**src/verilog/sllc_defs.svh**
```systemverilog
// Constants for the serial link control register bank.
// Assumes inclusion by bare name from the package and the design modules.
`ifndef SLLC_DEFS_SVH
`define SLLC_DEFS_SVH

// ----------------------------------------------------------------------------
// Register indices and byte addresses
// ----------------------------------------------------------------------------
`define SLLC_IDX_LINK       8'h04
`define SLLC_IDX_CONV       8'h05
`define SLLC_IDX_STAT       8'h10
`define SLLC_ADDR_LINK      (`SLLC_IDX_LINK << 2)
`define SLLC_ADDR_CONV      (`SLLC_IDX_CONV << 2)
`define SLLC_ADDR_STAT      (`SLLC_IDX_STAT << 2)

// ----------------------------------------------------------------------------
// Reset values of the fixed fields
// ----------------------------------------------------------------------------
`define SLLC_CFG_LINK_RST   1'h0
`define SLLC_TEST_PAT_RST   1'h0
`define SLLC_INTF_TYPE_RST  2'h0
`define SLLC_REV_EN_RST     1'h1
`define SLLC_FWD_EN_RST     1'h1
`define SLLC_METHOD_RST     1'h0
`define SLLC_JIT_DIS_RST    1'h1
`define SLLC_LEVEL_RST      2'h3
`define SLLC_CONV_RSVD      4'h0

// ----------------------------------------------------------------------------
// Interface type codes and timing
// ----------------------------------------------------------------------------
`define SLLC_INTF_I2C       2'h0
`define SLLC_INTF_UART      2'h1
`define SLLC_BLANK_TIME_US  500
`define SLLC_CLK_MHZ        50
`define SLLC_BLANK_CW       15
`define SLLC_DATA_W         32

`endif

```
**src/verilog/sllc_pkg.sv**
```systemverilog
// Types shared by the serial link control register bank.
// Assumes sllc_defs.svh on the include path.
`default_nettype none
`include "sllc_defs.svh"

package sllc_pkg;

   // -------------------------------------------------------------------------
   // Register layouts, most significant field first
   // -------------------------------------------------------------------------
   typedef struct packed {
      logic       serial_link_enable;
      logic       config_link_enable;
      logic       test_pattern_enable;
      logic       sleep_mode;
      logic [1:0] local_interface_type;
      logic       reverse_channel_enable;
      logic       forward_channel_enable;
   } sllc_link_t;

   typedef struct packed {
      logic       conversion_method;
      logic       jitter_filter_disable;
      logic [1:0] output_level_select;
      logic [3:0] reserved;
   } sllc_conv_t;

   // -------------------------------------------------------------------------
   // Whole state of the top module
   // -------------------------------------------------------------------------
   typedef struct packed {
      sllc_link_t                link;
      sllc_conv_t                conv;
      logic                      pready;
      logic                      pslverr;
      logic [`SLLC_DATA_W-1:0]   prdata;
      logic                      rc_active;
      logic                      i2c_active;
      logic                      uart_active;
      logic                      lcc_disable;
   } sllc_state_t;

   typedef struct packed {
      logic                      busy;
      logic [`SLLC_BLANK_CW-1:0] count;
   } sllc_timer_t;

endpackage

`default_nettype wire

```
**src/verilog/sllc_blank_timer.sv**
```systemverilog
// Holds busy high for CYCLES clocks after each restart pulse.
// Assumes restart_i is a one-cycle pulse synchronous to clk_i.
`default_nettype none
`include "sllc_defs.svh"

module sllc_blank_timer #(
   parameter int unsigned CYCLES = 1
) (
   input  wire logic clk_i,      // System clock
   input  wire logic rst_n_i,    // Synchronous reset, active low
   input  wire logic restart_i,  // Start or restart the window
   output logic      busy_o      // Window running
);

   sllc_pkg::sllc_timer_t s_q;
   sllc_pkg::sllc_timer_t s_d;

   // -------------------------------------------------------------------------
   // Countdown; a restart while busy stretches the window again
   // -------------------------------------------------------------------------
   always_comb begin
      s_d = s_q;
      if (restart_i) begin
         s_d.busy  = 1'b1;
         s_d.count = `SLLC_BLANK_CW'(CYCLES - 1);
      end else if (s_q.busy) begin
         if (s_q.count == '0) begin
            s_d.busy = 1'b0;
         end else begin
            s_d.count = s_q.count - `SLLC_BLANK_CW'(1);
         end
      end
      if (!rst_n_i) begin
         s_d = '0;
      end
   end

   // State register
   always_ff @(posedge clk_i) begin
      s_q <= s_d;
   end

   assign busy_o = s_q.busy;

endmodule // sllc_blank_timer

`default_nettype wire

```
**src/verilog/sllc_intf_decode.sv**
```systemverilog
// Decodes the local control interface selection from field and pins.
// Assumes pin levels already synchronous; purely combinational.
`default_nettype none
`include "sllc_defs.svh"

module sllc_intf_decode (
   input  wire logic [1:0] intf_type_i,       // Local interface type field
   input  wire logic       bus_select_pin_i,  // Bus select pin level
   input  wire logic       ctrl_dir_pin_i,    // Control direction pin level
   output logic            i2c_o,             // Base mode uses I2C
   output logic            uart_o,            // Base mode uses UART
   output logic            disable_o          // Local channel off
);

   logic base_mode;

   // -------------------------------------------------------------------------
   // Field only steers the choice in base mode; upper codes always disable
   // -------------------------------------------------------------------------
   always_comb begin
      base_mode = !bus_select_pin_i && ctrl_dir_pin_i;
      disable_o = intf_type_i[1];
      i2c_o     = base_mode && (intf_type_i == `SLLC_INTF_I2C);
      uart_o    = base_mode && (intf_type_i == `SLLC_INTF_UART);
   end

endmodule // sllc_intf_decode

`default_nettype wire

```
**src/verilog/sllc_regs.sv**
```systemverilog
// Serial link control register bank with an APB slave port.
// Assumes an APB master on clk_i and strap pins steady around reset.
//
// Contract
// Link control bit 7 enables serial link; resets to inverse of auto-start pin.
// Reverse channel unavailable for 500 us after link start or stop.
// Link control bit 4 selects sleep; reset value from strap pins.
// Bits 3:2 pick I2C (00) or UART (01) in base mode; reset 00.
// Interface type 10 or 11 disables the local control channel.
// Bit 1 enables reverse channel reception; reset 1.
// Bit 0 enables forward channel sending; reset 1.
// Second register bit 7 set omits register address in UART-to-I2C conversion.
// Second register bits 5:4 set output level 100-400 mV; reset 11.
// Config link bit 6, test pattern bit 5, jitter filter disable bit.
//
// Added by the designer: the APB slave port.
`default_nettype none
`include "sllc_defs.svh"

module sllc_regs #(
   parameter int unsigned BLANK_CYCLES = `SLLC_BLANK_TIME_US * `SLLC_CLK_MHZ
) (
   input  wire logic                    clk_i,                    // 50 MHz clock
   input  wire logic                    rst_n_i,                  // Sync reset, low
   // APB slave
   input  wire logic                    psel_i,                   // Slave select
   input  wire logic                    penable_i,                // Access phase
   input  wire logic                    pwrite_i,                 // Write access
   input  wire logic [7:0]              paddr_i,                  // Byte address
   input  wire logic [`SLLC_DATA_W-1:0] pwdata_i,                 // Write data
   input  wire logic [3:0]              pstrb_i,                  // Byte lanes
   output logic                         pready_o,                 // Transfer done
   output logic [`SLLC_DATA_W-1:0]      prdata_o,                 // Read data
   output logic                         pslverr_o,                // Unmapped address
   // Strap and mode pins
   input  wire logic                    auto_start_pin_i,         // Auto start strap
   input  wire logic                    control_direction_pin_i,  // Control dir strap
   input  wire logic                    bus_select_pin_i,         // Bus select pin
   // Control outputs
   output logic                         serial_link_enable_o,     // Link on
   output logic                         config_link_enable_o,     // Config link on
   output logic                         test_pattern_enable_o,    // Test pattern on
   output logic                         sleep_mode_o,             // Sleep requested
   output logic [1:0]                   local_interface_type_o,   // Type field
   output logic                         local_i2c_active_o,       // Local I2C used
   output logic                         local_uart_active_o,      // Local UART used
   output logic                         local_channel_disable_o,  // Local channel off
   output logic                         reverse_channel_enable_o, // Raw enable bit
   output logic                         reverse_channel_active_o, // Enabled, not blanked
   output logic                         forward_channel_enable_o, // Forward sending on
   output logic                         conversion_method_o,      // Command byte only
   output logic                         jitter_filter_disable_o,  // Filter bypassed
   output logic [1:0]                   output_level_select_o     // Output level code
);

   // -------------------------------------------------------------------------
   // Declarations
   // -------------------------------------------------------------------------
   sllc_pkg::sllc_state_t s_q;
   sllc_pkg::sllc_state_t s_d;

   logic setup_phase;
   logic access_phase;
   logic addr_hit;
   logic wr_lane_ok;
   logic link_toggle;
   logic blank_busy;
   logic dec_i2c;
   logic dec_uart;
   logic dec_disable;

   // -------------------------------------------------------------------------
   // Sub-blocks
   // -------------------------------------------------------------------------
   // Window after each link start or stop; count is long, so it is a parameter
   sllc_blank_timer #(
      .CYCLES    (BLANK_CYCLES)
   ) u_blank (
      .clk_i     (clk_i),
      .rst_n_i   (rst_n_i),
      .restart_i (link_toggle),
      .busy_o    (blank_busy)
   );

   // Local interface choice from field and pins
   sllc_intf_decode u_decode (
      .intf_type_i      (s_q.link.local_interface_type),
      .bus_select_pin_i (bus_select_pin_i),
      .ctrl_dir_pin_i   (control_direction_pin_i),
      .i2c_o            (dec_i2c),
      .uart_o           (dec_uart),
      .disable_o        (dec_disable)
   );

   // -------------------------------------------------------------------------
   // Next state
   // -------------------------------------------------------------------------
   // Zero wait state: read data and error are prepared in the setup cycle so
   // that pready, prdata and pslverr all come straight from flops.
   always_comb begin
      s_d          = s_q;
      setup_phase  = psel_i && !penable_i;
      access_phase = psel_i && penable_i && s_q.pready;
      wr_lane_ok   = pstrb_i[0];
      addr_hit     = (paddr_i == `SLLC_ADDR_LINK) ||
                     (paddr_i == `SLLC_ADDR_CONV) ||
                     (paddr_i == `SLLC_ADDR_STAT);

      // Handshake flags last exactly one access cycle
      s_d.pready  = setup_phase;
      s_d.pslverr = setup_phase && !addr_hit;

      // Read path, captured in the setup cycle
      if (setup_phase) begin
         case (paddr_i)
            `SLLC_ADDR_LINK: begin
               s_d.prdata = {24'h0, s_q.link};
            end
            `SLLC_ADDR_CONV: begin
               s_d.prdata = {24'h0, s_q.conv};
            end
            `SLLC_ADDR_STAT: begin
               s_d.prdata = {27'h0, s_q.lcc_disable, s_q.uart_active,
                             s_q.i2c_active, s_q.rc_active, blank_busy};
            end
            default: begin
               s_d.prdata = '0;
            end
         endcase
      end

      // Write path; only the low byte lane carries register data
      if (access_phase && pwrite_i && wr_lane_ok) begin
         case (paddr_i)
            `SLLC_ADDR_LINK: begin
               s_d.link = sllc_pkg::sllc_link_t'(pwdata_i[7:0]);
            end
            `SLLC_ADDR_CONV: begin
               s_d.conv.conversion_method     = pwdata_i[7];
               s_d.conv.jitter_filter_disable = pwdata_i[6];
               s_d.conv.output_level_select   = pwdata_i[5:4];
               s_d.conv.reserved              = `SLLC_CONV_RSVD;
            end
            default: begin
               s_d.conv = s_q.conv;
            end
         endcase
      end

      // Start and stop both open the blanking window
      link_toggle = s_d.link.serial_link_enable != s_q.link.serial_link_enable;

      // Reverse reception needs the enable bit and a closed window
      s_d.rc_active   = s_q.link.reverse_channel_enable && !blank_busy;
      s_d.i2c_active  = dec_i2c;
      s_d.uart_active = dec_uart;
      s_d.lcc_disable = dec_disable;

      // Synchronous reset; straps are sampled on every reset cycle, so the
      // value seen at the last reset edge is the one that sticks
      if (!rst_n_i) begin
         s_d                            = '0;
         s_d.link.serial_link_enable    = !auto_start_pin_i;
         s_d.link.config_link_enable    = `SLLC_CFG_LINK_RST;
         s_d.link.test_pattern_enable   = `SLLC_TEST_PAT_RST;
         s_d.link.sleep_mode            = control_direction_pin_i &&
                                          auto_start_pin_i;
         s_d.link.local_interface_type  = `SLLC_INTF_TYPE_RST;
         s_d.link.reverse_channel_enable = `SLLC_REV_EN_RST;
         s_d.link.forward_channel_enable = `SLLC_FWD_EN_RST;
         s_d.conv.conversion_method     = `SLLC_METHOD_RST;
         s_d.conv.jitter_filter_disable = `SLLC_JIT_DIS_RST;
         s_d.conv.output_level_select   = `SLLC_LEVEL_RST;
         s_d.conv.reserved              = `SLLC_CONV_RSVD;
      end
   end

   // -------------------------------------------------------------------------
   // State register
   // -------------------------------------------------------------------------
   always_ff @(posedge clk_i) begin
      s_q <= s_d;
   end

   // -------------------------------------------------------------------------
   // Outputs, all straight from state flops
   // -------------------------------------------------------------------------
   assign pready_o                 = s_q.pready;
   assign prdata_o                 = s_q.prdata;
   assign pslverr_o                = s_q.pslverr;
   assign serial_link_enable_o     = s_q.link.serial_link_enable;
   assign config_link_enable_o     = s_q.link.config_link_enable;
   assign test_pattern_enable_o    = s_q.link.test_pattern_enable;
   assign sleep_mode_o             = s_q.link.sleep_mode;
   assign local_interface_type_o   = s_q.link.local_interface_type;
   assign local_i2c_active_o       = s_q.i2c_active;
   assign local_uart_active_o      = s_q.uart_active;
   assign local_channel_disable_o  = s_q.lcc_disable;
   assign reverse_channel_enable_o = s_q.link.reverse_channel_enable;
   assign reverse_channel_active_o = s_q.rc_active;
   assign forward_channel_enable_o = s_q.link.forward_channel_enable;
   assign conversion_method_o      = s_q.conv.conversion_method;
   assign jitter_filter_disable_o  = s_q.conv.jitter_filter_disable;
   assign output_level_select_o    = s_q.conv.output_level_select;

endmodule // sllc_regs

`default_nettype wire

```
**config.mk**
```make
export PLATFORM = sky130hd
export DESIGN_NAME = sllc_regs
export DESIGN_NICKNAME = d
export VERILOG_FILES = /design/src/verilog/sllc_pkg.sv /design/src/verilog/sllc_blank_timer.sv /design/src/verilog/sllc_intf_decode.sv /design/src/verilog/sllc_regs.sv
export VERILOG_INCLUDE_DIRS = /design/src /design/src/verilog
export SDC_FILE = /design/constraint.sdc
export NUM_CORES = 1
export LEC_CHECK = 0
export BUFFER_PORTS_ARGS = -buffer_cell sky130_fd_sc_hd__buf_2
export CORE_ASPECT_RATIO = 0.7
export CORE_MARGIN = 2
export CORE_UTILIZATION = 47
export CTS_CLUSTER_DIAMETER = 80
export DETAILED_ROUTE_END_ITERATION = 10
export PLACE_DENSITY = 0.8
export SYNTH_ARGS = -nofsm -noshare
export SYNTH_HDL_FRONTEND = slang
export SYNTH_HIERARCHICAL = 1
export SYNTH_SLANG_ARGS = --single-unit
export TNS_END_PERCENT = 5
```
**constraint.sdc**
```tcl
create_clock -name clk_i -period 2.9 [get_ports clk_i]
set_clock_uncertainty 0.1 [all_clocks]
set_input_delay 0.145 -clock clk_i [delete_from_list [all_inputs] [get_ports clk_i]]
set_output_delay 0.145 -clock clk_i [all_outputs]
set_load 0.03 [all_outputs]
```
; ---- Word level (Yosys, flattened, before mapping)
; Cells that the tools add are included.
[op_classes]
add_sub_neg = 1
n_eq_ne = 8
mux = 10
bitwise = 2
reduce_logical = 27
[op_table]
columns = op, n
row1 = 54-bit two-way mux, 1
row2 = 16-bit two-way mux, 3
row3 = 32-bit two-way mux, 1
row4 = 8-bit one-hot mux with 3 select lines, 1
row5 = 8-bit by 5-bit equality test with 1-bit output (second input constant), 2
row6 = 8-bit two-way mux, 2
row7 = 15-bit zero test, 1
row8 = 15-bit two-way mux, 1
row9 = 15-bit by 1-bit subtractor with 15-bit output (second input constant), 1
row10 = 1-bit logical AND, 11
row11 = 2-bit AND reduction, 5
row12 = 8-bit by 7-bit equality test with 1-bit output (second input constant), 1
row13 = 1-bit zero test, 5
row14 = 2-bit by 1-bit inequality test with 1-bit output (second input constant), 2
row15 = 2-bit by 1-bit equality test with 1-bit output (second input constant), 1
row16 = 2-bit zero test, 1
row17 = 1-bit logical OR, 2
row18 = 2-bit inequality test (second input constant), 1
row19 = 1-bit inverter, 2
row20 = 2-bit nonzero test, 1
row21 = 2-bit OR reduction, 1
row22 = 1-bit two-way mux, 1
row23 = 1-bit inequality test, 1
[totals]
ff_bits = 66
inputBits = 52
out_inout_bits = 50
elab_cells = 68

; ---- Depth between registers and ports, before layout
[logic_depth]
depth_word = 8
mapped_depth = 9
ltp_nobuf = 7

; ---- Cells and area by module
; The synthesis kept the hierarchy.
[modules_own_cells]
columns = mod, instances, cells_per_inst, area_per_inst_um2, seq_area_each_um2
row1 = sllc_regs, 1, 142, 1342.5, 530.5
row2 = sllc_blank_timer, 1, 102, 907.1, 320.3
row3 = sllc_intf_decode, 1, 3, 35.0, 0.0

; ---- Worst setup path after synthesis
; Ideal clock, no wire load.
[synth_path]
path_kind = input -> register
from = in paddr_i[6]
to = reg u_blank/s_q[11] (netlist name)
setup_time_ns = 0.134
t_arrival_ns = 1.908
required_ns = 2.666
path_slack_ns = 0.757
stages = 8
n_path_buf = 2
cell_sequence = or4b_4 -> nor4_4 -> buf_6 -> and2_1 -> clkbuf_1 -> nor2_1 -> o311ai_0 -> o31ai_1
[synth_via]
elab_chain_len = 5
[synth_rtl]
columns = element, line_no
row1 = start: declaration, sllc_regs.sv:29  ; input wire logic [7:0] paddr_i,
row2 = 8-bit by 5-bit equality test with 1-bit output, sllc_regs.sv:134  ; case (paddr_i)
row3 = 8-bit two-way mux, sllc_regs.sv:134
row4 = 16-bit two-way mux, sllc_regs.sv:133  ; if (access_phase && pwrite_i && wr_lane_ok) begin
row5 = 1-bit inequality test, sllc_regs.sv:151  ; link_toggle = s_d.link.serial_link_enable != s_q.link.serial_link_enable;
row6 = named net link_toggle, sllc_regs.sv:66  ; logic link_toggle;
row7 = 2-bit OR reduction (no line), n/a
row8 = end signal: assignment, sllc_blank_timer.sv:40  ; s_q <= s_d;
row9 = end: declaration, sllc_blank_timer.sv:15  ; sllc_pkg::sllc_timer_t s_q;
; The timed path passes the listed nets, and every way through them passes these cells. The select of a mux whose other input is x is not followed.
; A chain may end at the register's enable or synchronous reset.

; ---- Final worst setup path
[layout_path]
from = reg u_blank/s_q[0] (netlist name)
to = reg u_blank/s_q[8] (netlist name)
[layout_via]
elab_chain_len = 4
word_cells_on_any_way = 7
cone_classes = 1 x add/sub / 1 x eq/ne / 3 x mux / 2 x reduce/logical
[layout_rtl]
columns = element, line_no
row1 = 15-bit by 1-bit subtractor with 15-bit output, sllc_blank_timer.sv:30  ; s_d.count = s_q.count - `SLLC_BLANK_CW'(1);
row2 = 15-bit two-way mux, sllc_blank_timer.sv:27  ; if (s_q.count == '0) begin
row3 = 16-bit two-way mux, sllc_blank_timer.sv:26  ; end else if (s_q.busy) begin
row4 = 16-bit two-way mux, sllc_blank_timer.sv:23  ; if (restart_i) begin
; Parallel ways exist; a longest one is shown, timed or not. The select of a mux whose other input is x is not followed.

==> impl_results.md <==
- WP data required: 3.02 ns
- Drt drc: 0
- Total GRT Usage: 18.3%
- Clock buffer count from CTS: 5
- Routed Wire Length: 5080 um
- Synth Register Bits: 42
- RSZ-0062 raised after global routing: no
- Layout cell share with drive strength beyond 1: 26.1%
- Die area: 5440 um2
- Leakage: 1.08 nW
- Total chip power: 1.19 mW
- HPWL Detailed: 3720 um
- Max-slew violations: 0
- Hold Vio Cnt, Final: 0
- Core Area: 4730 um2
- Fin crit share: 66.9%
- Post-synthesis cell count: 247
- Cell variety after synth: 54
- Die width: 87.3 um
- Fin crit period: 1.94 ns
- Worst setup SP type: register
- Main synth FF type: dfxtp_1
- WS Path Type: register to register
- Number of top-level pins: 102
- Layout area overhead: 14.4%
- Fill count: 431
- Grt ovf: 0
- Clock-pin slew on the worst setup and hold paths: 0.09 ns
- Die H: 62.3 um
- Pwr Density: 454 nW/um2
- Peak supply drop: 0.300 mV
- Clk buf depth: 2
- Crit-path max FO: 4
- Initial core utilization: 48.3%
- Worst skew pair latency: 0.30 ns
- F_max: 515 MHz
- First-pass GRT wire length: 7930 um
- Root buffer cell: clkbuf_8
- Post-synthesis sequential area ratio: 37.2%
- Vias: 1938
- Largest net degree at the start of global routing: 37
- WP data arrival: 2.07 ns
- CTS tree: done
- Post-synth EDFFs: 1
- Setup TNS: 0 ns
- Routed len/inst: 14.3 um
- TritonRoute pass-1 iters: 4
- Initial DRC Count: 100
- Final ANT Viol Nets: 0
- Setup repair bufs after CTS: 0
- Netlist Area Pre-Place: 2280 um2
- Max_cap viols: 0
- Asr flop ratio synth: 0%
- Yosys warns: 6
- Vias in the first global route: 1651
- Crit. End Element: register
- Number of antenna diodes: 0
- PortBufs: 50
- Vias per inst: 5.44
- Nets: 351
- Setup violations, final: 0
- Std cell rows: 21
- Initial antenna violation count: 0
- CTS resizes: 0
- GPL Wtd Cong: 0.807
- CTS sink count: 42
- Syn avg cell area: 9.25 um2
- Status: complete, no violations
- Htree depth: 2
- Worst hold path class: primary input to register
[critical path, stage by stage, from the launching register on]
cell,delay [ns]
dfxtp_1,0.34
inv_1,0.08
ha_1,0.22
nor2b_1,0.27
nand2_1,0.17
or4_1,0.52
a31oi_1,0.16
[state kept, by name, indices dropped and copies added, names as in the netlist]
signal / flops
jitter_filter_disable_o: 1
pready_o: 1
conversion_method_o: 1
u_blank/s_q: 15
sleep_mode_o: 1
pslverr_o: 1
local_uart_active_o: 1
u_blank/busy_o: 1
reverse_channel_enable_o: 1
local_channel_disable_o: 1
output_level_select_o: 2
forward_channel_enable_o: 1
prdata_o: 8
test_pattern_enable_o: 1
local_interface_type_o: 2
config_link_enable_o: 1
serial_link_enable_o: 1
reverse_channel_active_o: 1
local_i2c_active_o: 1
[routing by layer]
| metal | up-vias | wire length, um | global-route usage, % |
|---|---|---|---|
| li1 | 952 | - | - |
| met1 | 899 | 2430 | 25.9 |
| met2 | 83 | 2270 | 28.2 |
| met3 | 4 | 348 | 4.12 |
| met4 | 0 | 30 | 4.62 |
| met5 | - | 0 | 0 |
[area by class of cell]
type	instances	area, um2	share of cell area [%]
inverters	9	33.8	1.29
repair buffers	56	303	11.6
clock buffers	5	68.8	2.63
clock inverters	3	43.8	1.68
multi-input cells	184	1240	47.5
well taps	57	71.3	2.73
flip-flops and latches	42	851	32.6
[repair_timing]
action / 4_1_cts / 5_1_grt
hold buffers: 3 / 0
setup endpoints to repair: 0 / 0
hold endpoints to repair: 3 / 0
[per-stage QoR]
step | setup WS, ns | area [um2] | hold WS (ns) | std cells | utilization, %
after global routing | 0.809 | 2610 | 0.00848 | 356 | 55.3
after detailed placement | 0.759 | 2470 | 0.266 | 345 | 52.2
after global placement | 0.765 | 2470 | 0.258 | 345 | 52.2
final | 0.959 | 2610 | 0.00114 | 356 | 55.3
after floorplan | 0.757 | 2370 | 0.173 | 270 | -
after CTS | 0.965 | 2610 | 0.00433 | 356 | 55.3
[synthesized netlist by cell type, types with 3 or more instances]
| master | instances | share of area, % |
|---|---|---|
| nor4_4 | 4 | 3.7 |
| nand2b_1 | 5 | 1.4 |
| nand3_1 | 13 | 2.8 |
| nor2_1 | 6 | 0.99 |
| a21oi_1 | 8 | 1.8 |
| or3_1 | 5 | 1.4 |
| mux2_2 | 3 | 1.5 |
| mux2i_1 | 11 | 4.8 |
| nand4_1 | 5 | 1.4 |
| a21boi_0 | 5 | 1.6 |
| dfxtp_1 | 41 | 36 |
| o31ai_1 | 5 | 1.6 |
| inv_1 | 8 | 1.3 |
| nor2b_1 | 11 | 3.0 |
| clkbuf_1 | 6 | 0.99 |
| a311oi_1 | 3 | 1.2 |
| or4_1 | 3 | 0.99 |
| nand2_1 | 17 | 2.8 |
| a22oi_1 | 4 | 1.3 |
| buf_4 | 26 | 8.5 |
| and2_1 | 5 | 1.4 |
| nor3_1 | 4 | 0.88 |
| a211oi_1 | 3 | 0.99 |
| o21ai_0 | 9 | 2.0 |
[path summary, 6_finish.rpt]
check / start / to / slack [ns] / cells past startpoint
max: u_blank/s_q[0] / u_blank/s_q[8] / 0.96 / 6
max reg2reg: u_blank/s_q[0] / u_blank/s_q[8] / 0.96 / 6
min reg2reg: prdata_o[5] / prdata_o[5] / 0.36 / 2
min: pwdata_i[6] / jitter_filter_disable_o / 0.001 / 3
[power breakdown]
group          internal (mW)  switching (mW)  total, mW  leakage (nW)
combinational         0.0362          0.0895      0.126         0.684
clock                  0.258           0.215      0.473        0.0585
sequential             0.583         0.00342      0.587         0.341
total                  0.878           0.308       1.19          1.08
[cells by family (layout without fill, tap and decap cells)]
kind of cell | Yosys count | count (layout) | share of synthesized area, %
other | 1 | 24 | 0.164
AO/OA/AOI/OAI | 47 | 47 | 14.3
XOR/XNOR | 1 | 1 | 0.383
adder cells (fa/ha/maj) | 1 | 1 | 0.548
buffers and inverters | 44 | 73 | 12.2
multiplexers | 14 | 14 | 6.30
AND/OR/NAND/NOR | 97 | 97 | 28.9
flip-flops | 42 | 42 | 37.2
[cells in the final DEF (no fill, tap or decap), types with 5 or more instances in the layout]
cell type,count
nor2_1,6
conb_1,24
a21oi_1,8
or3_1,5
o21ai_0,9
inv_1,8
nand2b_1,5
and2_1,5
nand3_1,13
nor2b_1,11
o31ai_1,5
buf_2,50
a21boi_0,5
nand2_1,17
nand4_1,5
dfxtp_1,41
mux2i_1,11
clkbuf_8,5
(Power assumes the default switching activity.)
